<file path="config.mk">
export PLATFORM = sky130hd
export DESIGN_NAME = pot_i2c_slave
export DESIGN_NICKNAME = d
export VERILOG_FILES = /design/src/design/pot_i2c_pkg.sv /design/src/design/pot_i2c_slave.sv /design/src/design/pot_byte_buffer.sv
export VERILOG_INCLUDE_DIRS = /design/src /design/src/design
export SDC_FILE = /design/constraint.sdc
export NUM_CORES = 1
export LEC_CHECK = 0
export BUFFER_PORTS_ARGS = -buffer_cell sky130_fd_sc_hd__buf_2
export CORE_MARGIN = 2
export CORE_UTILIZATION = 40
export CTS_BUF_LIST = sky130_fd_sc_hd__clkbuf_16
export DETAILED_ROUTE_END_ITERATION = 10
export PLACE_DENSITY = 0.53
export SYNTH_ARGS = -nofsm -noshare
export SYNTH_HDL_FRONTEND = slang
export SYNTH_SLANG_ARGS = --single-unit
</file>
<file path="constraint.sdc">
create_clock -name clock -period 5.05 [get_ports clock]
set_clock_uncertainty 0.05 [all_clocks]
set_input_delay 1.01 -clock clock [delete_from_list [all_inputs] [get_ports clock]]
set_output_delay 1.01 -clock clock [all_outputs]
set_load 0.01 [all_outputs]
</file>
<file path="src/design/pot_i2c_params.svh">
// timing counts, identifier value and reset values for the potentiometer serial front end
// assumes the including file works with a 25 MHz system clock
`ifndef POT_I2C_PARAMS_SVH
`define POT_I2C_PARAMS_SVH

// system clock rate
`define POT_CLOCK_HZ            25000000
// power-up access delay in ms, read and write
`define POT_POWERUP_READ_MS     1
`define POT_POWERUP_WRITE_MS    1
// nonvolatile programming time in ms
`define POT_NV_PROGRAM_MS       5
// longest times round down to whole cycles
`define POT_POWERUP_CYCLES      ((`POT_POWERUP_READ_MS * (`POT_CLOCK_HZ / 1000)))
`define POT_PROGRAM_CYCLES      ((`POT_NV_PROGRAM_MS * (`POT_CLOCK_HZ / 1000)))
// device type identifier, arbitrary neutral value
`define POT_TYPE_ID             4'hA
// field positions in the address byte
`define POT_TYPE_MSB            7
`define POT_TYPE_LSB            4
// bits in one byte
`define POT_BYTE_BITS           4'h8
// reset level of the line filters (released bus reads high)
`define POT_LINE_IDLE           1'b1

`endif

</file>
<file path="src/design/pot_i2c_pkg.sv">
// types shared by the potentiometer serial front end
// assumes nothing of its surroundings
package pot_i2c_pkg;

	// transfer state of the serial slave
	typedef enum logic [2:0] {
		ST_IDLE     = 3'b000,
		ST_ADDR     = 3'b001,
		ST_ADDR_ACK = 3'b010,
		ST_WR_BYTE  = 3'b011,
		ST_WR_ACK   = 3'b100,
		ST_RD_BYTE  = 3'b101,
		ST_RD_ACK   = 3'b110,
		ST_WAIT     = 3'b111
	} link_state_t;

endpackage

</file>
<file path="src/design/pot_i2c_slave.sv">
// serial slave front end of a quad programmable potentiometer
// assumes open-drain bus lines resolved outside, a datapath on the user side that
// drains received bytes, supplies read bytes and says when a write targets storage
//
// Summary of operation
// - after a storage write STOP, release data line and ignore address up to 5 ms
// - data steady while clock high; a change then is START or STOP
// - START is data falling with clock high; ignore the bus before it
// - upper four address bits carry the type identifier and must match
// - lower four address bits compare with the four strap inputs
// - acknowledge the address byte only on full match, else stay silent
// - receiver pulls data low in the ninth clock to acknowledge
// - once addressed for writing, acknowledge every received byte; the code stays silent instead while the two-entry receive buffer is full
// - on read, send 8 bits, release, sample master acknowledge, continue on it
// - without master acknowledge, stop sending and wait for STOP
// - instruction byte holds opcode, two register and two pot select bits
// - STOP ending a storage write starts programming; ignore all requests meanwhile
// - polling gets no acknowledge while busy and an acknowledge once done
// - at power-up each wiper loads from its stored setting zero
`timescale 1ns/1ns
`include "pot_i2c_params.svh"
module pot_i2c_slave
	import pot_i2c_pkg::*;
#(
	parameter int POWERUP_CYCLES = `POT_POWERUP_CYCLES,
	parameter int PROGRAM_CYCLES = `POT_PROGRAM_CYCLES
) (
	// clock and reset
	input  wire logic       clock,
	input  wire logic       rst_n,
	// serial bus lines, data line open drain
	input  wire logic       scl_in,
	input  wire logic       sda_in,
	output logic            sda_out,
	output logic            sda_oe,
	// strapped address pins
	input  wire logic       strap_addr_bit0,
	input  wire logic       strap_addr_bit1,
	input  wire logic       strap_addr_bit2,
	input  wire logic       strap_addr_bit3,
	// received bytes to the datapath
	output logic      [7:0] rx_data,
	output logic            rx_first,
	output logic            rx_valid,
	input  wire logic       rx_ready,
	// read bytes from the datapath
	input  wire logic       read_next,
	input  wire logic [7:0] tx_data,
	output logic            tx_taken,
	// storage control
	input  wire logic       nv_commit,
	output logic            nv_busy,
	output logic            powered_up,
	output logic            recall_zero
);

	localparam int CW = 24;

	if (POWERUP_CYCLES < 1 || POWERUP_CYCLES >= (1 << CW)) begin : g_bad_pu
		$error("power-up cycle count out of range");
	end
	if (PROGRAM_CYCLES < 1 || PROGRAM_CYCLES >= (1 << CW)) begin : g_bad_prog
		$error("programming cycle count out of range");
	end

	// synchroniser and filter stages
	logic [1:0]  scl_sync;
	logic [1:0]  sda_sync;
	logic [3:0]  strap_s1;
	logic [3:0]  strap_s2;
	logic        scl_hold;
	logic        sda_hold;
	logic        scl_f;
	logic        sda_f;
	logic        scl_prev;
	logic        sda_prev;
	logic        scl_rise;
	logic        scl_fall;
	logic        start_seen;
	logic        stop_seen;

	// transfer state
	link_state_t state;
	logic [3:0]  bit_count;
	logic [7:0]  shift;
	logic        first_byte;
	logic        wrote;
	logic        master_ack;
	logic        addr_match;

	// timers
	logic [CW-1:0] pu_count;
	logic [CW-1:0] prog_count;

	// buffer side
	logic        buf_push;
	logic        buf_in_ready;
	logic [8:0]  buf_out;

	// two flip-flops on every pin before any logic reads it
	always_ff @(posedge clock or negedge rst_n) begin
		if (!rst_n) begin
			scl_sync <= {2{`POT_LINE_IDLE}};
			sda_sync <= {2{`POT_LINE_IDLE}};
			strap_s1 <= 4'h0;
			strap_s2 <= 4'h0;
		end else begin
			scl_sync <= {scl_sync[0], scl_in};
			sda_sync <= {sda_sync[0], sda_in};
			strap_s1 <= {strap_addr_bit3, strap_addr_bit2, strap_addr_bit1, strap_addr_bit0};
			strap_s2 <= strap_s1;
		end
	end

	// a level must be seen on two samples in a row before the filtered line follows;
	// this rejects one-cycle spikes at the price of two cycles of lag behind the synchroniser
	always_ff @(posedge clock or negedge rst_n) begin
		if (!rst_n) begin
			scl_hold <= `POT_LINE_IDLE;
			sda_hold <= `POT_LINE_IDLE;
			scl_f    <= `POT_LINE_IDLE;
			sda_f    <= `POT_LINE_IDLE;
			scl_prev <= `POT_LINE_IDLE;
			sda_prev <= `POT_LINE_IDLE;
		end else begin
			scl_hold <= scl_sync[1];
			sda_hold <= sda_sync[1];
			if (scl_hold == scl_sync[1]) begin
				scl_f <= scl_hold;
			end
			if (sda_hold == sda_sync[1]) begin
				sda_f <= sda_hold;
			end
			scl_prev <= scl_f;
			sda_prev <= sda_f;
		end
	end

	// edge and condition detection on the filtered lines
	assign scl_rise   = scl_f & ~scl_prev;
	assign scl_fall   = ~scl_f & scl_prev;
	assign start_seen = scl_f & scl_prev & sda_prev & ~sda_f;
	assign stop_seen  = scl_f & scl_prev & ~sda_prev & sda_f;
	assign addr_match = (shift[`POT_TYPE_MSB:`POT_TYPE_LSB] == `POT_TYPE_ID)
		&& (shift[3:0] == strap_s2);
	assign buf_push   = (state == ST_WR_BYTE) && scl_fall
		&& (bit_count == `POT_BYTE_BITS) && buf_in_ready;

	// power-up delay: the bus is ignored until it ends, then wipers recall setting zero
	always_ff @(posedge clock or negedge rst_n) begin
		if (!rst_n) begin
			pu_count    <= '0;
			powered_up  <= 1'b0;
			recall_zero <= 1'b0;
		end else begin
			recall_zero <= 1'b0;
			if (!powered_up) begin
				if (pu_count == CW'(POWERUP_CYCLES - 1)) begin
					powered_up  <= 1'b1;
					recall_zero <= 1'b1;
				end else begin
					pu_count <= pu_count + 1'b1;
				end
			end
		end
	end

	// programming cycle starts on the STOP that closes a storage write
	always_ff @(posedge clock or negedge rst_n) begin
		if (!rst_n) begin
			prog_count <= '0;
			nv_busy    <= 1'b0;
		end else if (nv_busy) begin
			if (prog_count == CW'(PROGRAM_CYCLES - 1)) begin
				nv_busy <= 1'b0;
			end else begin
				prog_count <= prog_count + 1'b1;
			end
		end else if (stop_seen && wrote && nv_commit && state != ST_IDLE) begin
			nv_busy    <= 1'b1;
			prog_count <= '0;
		end
	end

	// transfer sequencer; the device only follows the master's clock
	always_ff @(posedge clock or negedge rst_n) begin
		if (!rst_n) begin
			state      <= ST_IDLE;
			bit_count  <= 4'h0;
			shift      <= 8'h00;
			first_byte <= 1'b0;
			wrote      <= 1'b0;
			master_ack <= 1'b0;
			sda_oe     <= 1'b0;
			sda_out    <= 1'b0;
			tx_taken   <= 1'b0;
		end else begin
			sda_out  <= 1'b0;
			tx_taken <= 1'b0;
			if (!powered_up || nv_busy) begin
				state  <= ST_IDLE;
				sda_oe <= 1'b0;
				wrote  <= 1'b0;
			end else if (start_seen) begin
				state     <= ST_ADDR;
				bit_count <= 4'h0;
				sda_oe    <= 1'b0;
				wrote     <= 1'b0;
			end else if (stop_seen) begin
				state  <= ST_IDLE;
				sda_oe <= 1'b0;
				wrote  <= 1'b0;
			end else begin
				case (state)
					ST_IDLE: begin
						sda_oe <= 1'b0;
					end
					ST_ADDR, ST_WR_BYTE: begin
						if (scl_rise) begin
							shift     <= {shift[6:0], sda_f};
							bit_count <= bit_count + 1'b1;
						end else if (scl_fall && bit_count == `POT_BYTE_BITS) begin
							if (state == ST_ADDR) begin
								if (addr_match) begin
									sda_oe     <= 1'b1;
									state      <= ST_ADDR_ACK;
									first_byte <= 1'b1;
								end else begin
									state <= ST_IDLE;
								end
							end else if (buf_in_ready) begin
								sda_oe <= 1'b1;
								wrote  <= 1'b1;
								state  <= ST_WR_ACK;
							end else begin
								state <= ST_WAIT; // no room: byte refused by silence
							end
						end
					end
					ST_ADDR_ACK: begin
						if (scl_fall) begin
							sda_oe    <= 1'b0;
							bit_count <= 4'h0;
							state     <= ST_WR_BYTE;
						end
					end
					ST_WR_ACK: begin
						if (scl_fall) begin
							first_byte <= 1'b0;
							bit_count  <= 4'h0;
							if (read_next) begin
								shift    <= tx_data;
								sda_oe   <= ~tx_data[7];
								tx_taken <= 1'b1;
								state    <= ST_RD_BYTE;
							end else begin
								sda_oe <= 1'b0;
								state  <= ST_WR_BYTE;
							end
						end
					end
					ST_RD_BYTE: begin
						if (scl_rise) begin
							bit_count <= bit_count + 1'b1;
						end else if (scl_fall) begin
							if (bit_count == `POT_BYTE_BITS) begin
								sda_oe <= 1'b0;
								state  <= ST_RD_ACK;
							end else begin
								shift  <= {shift[6:0], 1'b0};
								sda_oe <= ~shift[6];
							end
						end
					end
					ST_RD_ACK: begin
						if (scl_rise) begin
							master_ack <= ~sda_f;
						end else if (scl_fall) begin
							bit_count <= 4'h0;
							if (master_ack) begin
								shift    <= tx_data;
								sda_oe   <= ~tx_data[7];
								tx_taken <= 1'b1;
								state    <= ST_RD_BYTE;
							end else begin
								sda_oe <= 1'b0;
								state  <= ST_WAIT;
							end
						end
					end
					ST_WAIT: begin
						sda_oe <= 1'b0;
					end
					default: begin
						state  <= ST_IDLE;
						sda_oe <= 1'b0;
					end
				endcase
			end
		end
	end

	// received bytes travel through a two-entry buffer; a full buffer withholds the ack
	pot_byte_buffer #(
		.WIDTH (9)
	) u_rx_buffer (
		.clock     (clock),
		.rst_n     (rst_n),
		.in_data   ({first_byte, shift}),
		.in_valid  (buf_push),
		.in_ready  (buf_in_ready),
		.out_data  (buf_out),
		.out_valid (rx_valid),
		.out_ready (rx_ready)
	);

	assign rx_first = buf_out[8];
	assign rx_data  = buf_out[7:0];

endmodule

</file>
<file path="src/design/pot_byte_buffer.sv">
// two-entry buffer with valid and ready on both sides
// assumes one clock domain; output data come straight from registers
`timescale 1ns/1ns
module pot_byte_buffer #(
	parameter int WIDTH = 9
) (
	// clock and reset
	input  wire logic             clock,
	input  wire logic             rst_n,
	// filling side
	input  wire logic [WIDTH-1:0] in_data,
	input  wire logic             in_valid,
	output logic                  in_ready,
	// draining side
	output logic      [WIDTH-1:0] out_data,
	output logic                  out_valid,
	input  wire logic             out_ready
);

	logic [WIDTH-1:0] skid_data;
	logic             push;
	logic             pop;

	if (WIDTH < 1) begin : g_bad_width
		$error("buffer width must be at least one");
	end

	assign push = in_valid & in_ready;
	assign pop  = out_valid & out_ready;

	// the skid slot catches a word while the output is held, so ready is a register
	always_ff @(posedge clock or negedge rst_n) begin
		if (!rst_n) begin
			out_data  <= '0;
			out_valid <= 1'b0;
			skid_data <= '0;
			in_ready  <= 1'b1;
		end else if (!out_valid || pop) begin
			if (!in_ready) begin
				out_data  <= skid_data;
				out_valid <= 1'b1;
				in_ready  <= 1'b1;
			end else if (push) begin
				out_data  <= in_data;
				out_valid <= 1'b1;
			end else begin
				out_valid <= 1'b0;
			end
		end else if (push) begin
			skid_data <= in_data;
			in_ready  <= 1'b0; // both slots full
		end
	end

endmodule

</file>
==> metrics.csv <==
stage,metric,value,unit
place,placed_cells_incl_taps,683,
finish,instances_no_fill,699,
synth,yosysMostFrequentCell,dfrtp_1,
synth,synth_edf_count,0,
sta,finalSetupTns,0,ns
detailed_routing,met2_length,4950,um
critical_path,crit_fanout,10,
sta,slew_viol_final,0,
clocking,cts_buffers,9,
detailed_routing,vias,3714,
grt,grt_pass1_vias,3687,
clocking,root_buffer,clkbuf_16,
finish,area_growth_syn_to_layout,11.6,%
power_and_ir_drop,ir_drop,0.000126,V
synth,ys.flop_type,dfrtp_1,
power_and_ir_drop,clkPwrFrac,0.421,
sta,finalSetupViolations,0,
finish,antenna_cells,0,
sta,max_slew_margin,0.310,
sta,rsz0062_at_grt,false,
clocking,postCtsSetupBuffers,0,
detailed_routing,drtPass1Iterations,4,
detailed_routing,highest_layer,met4,
sta,clock.fmax,0.381,GHz
critical_path,path_class,reg2reg,
critical_path,cp.required,5.23,ns
clocking,h-tree-depth,3,
power_and_ir_drop,p_per_area,278,nW/um^2
clocking,path_clk_slew,0.07,ns
power_and_ir_drop,netSwitchingPower,0.000338,W
place,globalplace.congestion,0.865,
clocking,clock_latency,0.35,ns
floorplan,die_h,118,um
floorplan,start_util,0.411,
power_and_ir_drop,pwr-share-comb,0.025,
critical_path,end_kind,flop,
critical_path,cp.arrival,2.81,ns
worst_hold_path,hold_path.class,reg2reg,
floorplan,ios,35,
detailed_routing,wl_met3,438,um
finish,nFillCells,1213,
grt,antenna_found_initial,0,
synth,synth_common_cells,"dfrtp_1, nand2_1, nor2_1",
clocking,cts_buffer_depth,2,
finish,drive_gt1_frac,0.184,
grt,overflow,0,
detailed_routing,route.antenna.remaining_nets,0,
detailed_routing,wirelength_met1,5080,um
power_and_ir_drop,p_sw_frac,0.210,
synth,async_reset_ff_frac,1.00,
detailed_routing,wl_per_cell,15.3,um
sta,period_share,0.519,
power_and_ir_drop,p_leak,2.56,nW
run,drv_cap,0,
place,dp_hpwl,7440,um
place,portBuffers,33,
synth,syn-num-nets,516,
sta,finalHoldViolations,0,
floorplan,die_w,118,um
synth,synth_area,5210,sq um
clocking,cts_resized,0,
floorplan,core.rowCount,41,
synth,synth_top_area_cell,dfrtp_1,
finish,nets,545,
detailed_routing,drtIter0Drc,209,
synth,avgSynthCellArea,10.6,sq um
finish,final_util,0.459,
synth,synth.area.top_cells,"dfrtp_1, mux2_2, dfstp_2",
synth,seq_area_frac_synth,0.526,
sta,fin_crit,2.62,ns
synth,synth_top_area_frac,0.471,
clocking,cts-hold-fix-buffers,0,
floorplan,dieArea,14000,sq um
sta,worst_pin_slew,1.03,ns
synth,synth-seq-cells,109,
status,outcome,finished clean,
power_and_ir_drop,p_int,0.00128,W
detailed_routing,finalWirelength,10700,um
detailed_routing,drc,0,
synth,synthCells,493,
clocking,cts_tree,yes,
floorplan,core_area,12700,sq um
grt,grt_pass1_wl,18600,um
power_and_ir_drop,power_frac_seq,0.554,
grt,grtUsageTotal,0.164,
clocking,cts.sinks,109,
synth,yosysWarnings,0,
grt,grt_start_max_net_pins,51,
power_and_ir_drop,total_power,0.00161,W
synth,yosysUniqueCellTypes,60,
critical_path,critPathLaunchType,flop,
detailed_routing,routed_via_density,5.31,
cell families after synthesis:
group                      Yosys count  synth area share
adders and majority gates            6            0.0134
and+or+nand+nor                    207             0.210
buffers and inverters               31            0.0250
AOI/OAI and AO/OA                   63            0.0807
xor gates and xnor gates            35            0.0588
DFF                                109             0.526
muxes                               41            0.0853
other                                1          0.000720
power by group through the flow:
| stage | registers, W | clock network [W] | logic [W] |
|---|---|---|---|
| 2_1_floorplan | 0.000908 | 0 | 0.0000138 |
| 5_1_grt | 0.000895 | 0.000738 | 0.0000468 |
| 3_3_place_gp | 0.000910 | 0 | 0.0000411 |
| 3_5_place_dp | 0.000911 | 0 | 0.0000417 |
| 6_report | 0.000894 | 0.000680 | 0.0000401 |
| 4_1_cts | 0.000894 | 0.000699 | 0.0000419 |
sequential cells by signal, summed over array words and instances, names as in the netlist, 3 cells and up:
register and count:
bit_count 4, u_rx_buffer.out_data 9, state 3, prog_count 24
pu_count 24, strap_s2 4, u_rx_buffer.skid_data 9, shift 8
strap_s1 4
per-stage QoR:
stage                     cell area, sq um  worst slack (ns)  hold slack, ns
after floorplan                       5210              2.78           0.281
after global placement                5530              2.48           0.285
after detailed placement              5530              2.47           0.288
after CTS                             5810              2.47           0.305
after global routing                  5810              2.27           0.308
final                                 5810              2.43           0.303
cell type report:
type	count	area, sq um	area share
Sequential cell	109	2740	0.471
Multi-Input combinational cell	353	2340	0.402
Clock buffer	9	225	0.0387
Tap cell	172	215	0.0370
Timing Repair Buffer	36	190	0.0327
Clock inverter	7	55.1	0.00947
Inverter	13	48.8	0.00839
critical path, cell delays in order, from the launching register on:
cell and delay, ns:
dfstp_2 0.58, nor2b_1 0.59, nand2_1 0.15, nor4_1 0.41, nand2_1 0.36, mux2_2 0.37
worst paths after layout:
check / from / to / slack, ns / depth (start not counted)
max: scl_prev / u_rx_buffer.skid_data[3] / 2.43 / 5
min: strap_s1[1] / strap_s2[1] / 0.30 / 0
max reg2reg: scl_prev / u_rx_buffer.skid_data[3] / 2.43 / 5
min reg2reg: strap_s1[1] / strap_s2[1] / 0.30 / 0
max in group asynchronous: rst_n / scl_prev / 3.46 / 2
min in group asynchronous: rst_n / u_rx_buffer.out_data[1] / 0.62 / 1
placed cells by master (no fill, tap or decap), types with 2 or more instances in the layout:
cell / netlist / layout
or2_2: 3 / 3
clkinv_2: 0 / 2
or4_1: 5 / 5
mux2i_1: 14 / 14
a31o_2: 2 / 2
o31ai_1: 5 / 5
nand4b_1: 2 / 2
xor2_1: 24 / 24
clkbuf_16: 0 / 9
nand2_1: 48 / 48
or3_1: 3 / 3
dfrtp_1: 98 / 98
ha_1: 4 / 4
nor3_1: 17 / 17
nand4_1: 21 / 21
a31oi_1: 3 / 3
a21oi_1: 8 / 8
and3_1: 5 / 5
buf_2: 2 / 32
o21ai_0: 22 / 22
nor2b_1: 7 / 7
mux2_2: 27 / 27
nand2b_1: 10 / 10
maj3_1: 2 / 2
o21ai_2: 2 / 2
o21ai_1: 2 / 2
nor4b_1: 4 / 4
nand3_1: 26 / 26
o211ai_1: 5 / 5
nor4_1: 16 / 16
xnor2_1: 11 / 11
buf_4: 1 / 4
nor2_1: 31 / 31
dfstp_2: 11 / 11
inv_1: 13 / 17
metal layers:
layer,global-route usage,vias up
li1,-,1837
met4,0.0685,0
met5,0,-
met3,0.0325,18
met2,0.259,78
met1,0.221,1781
Note: power is estimated with default switching activity, not from simulation.
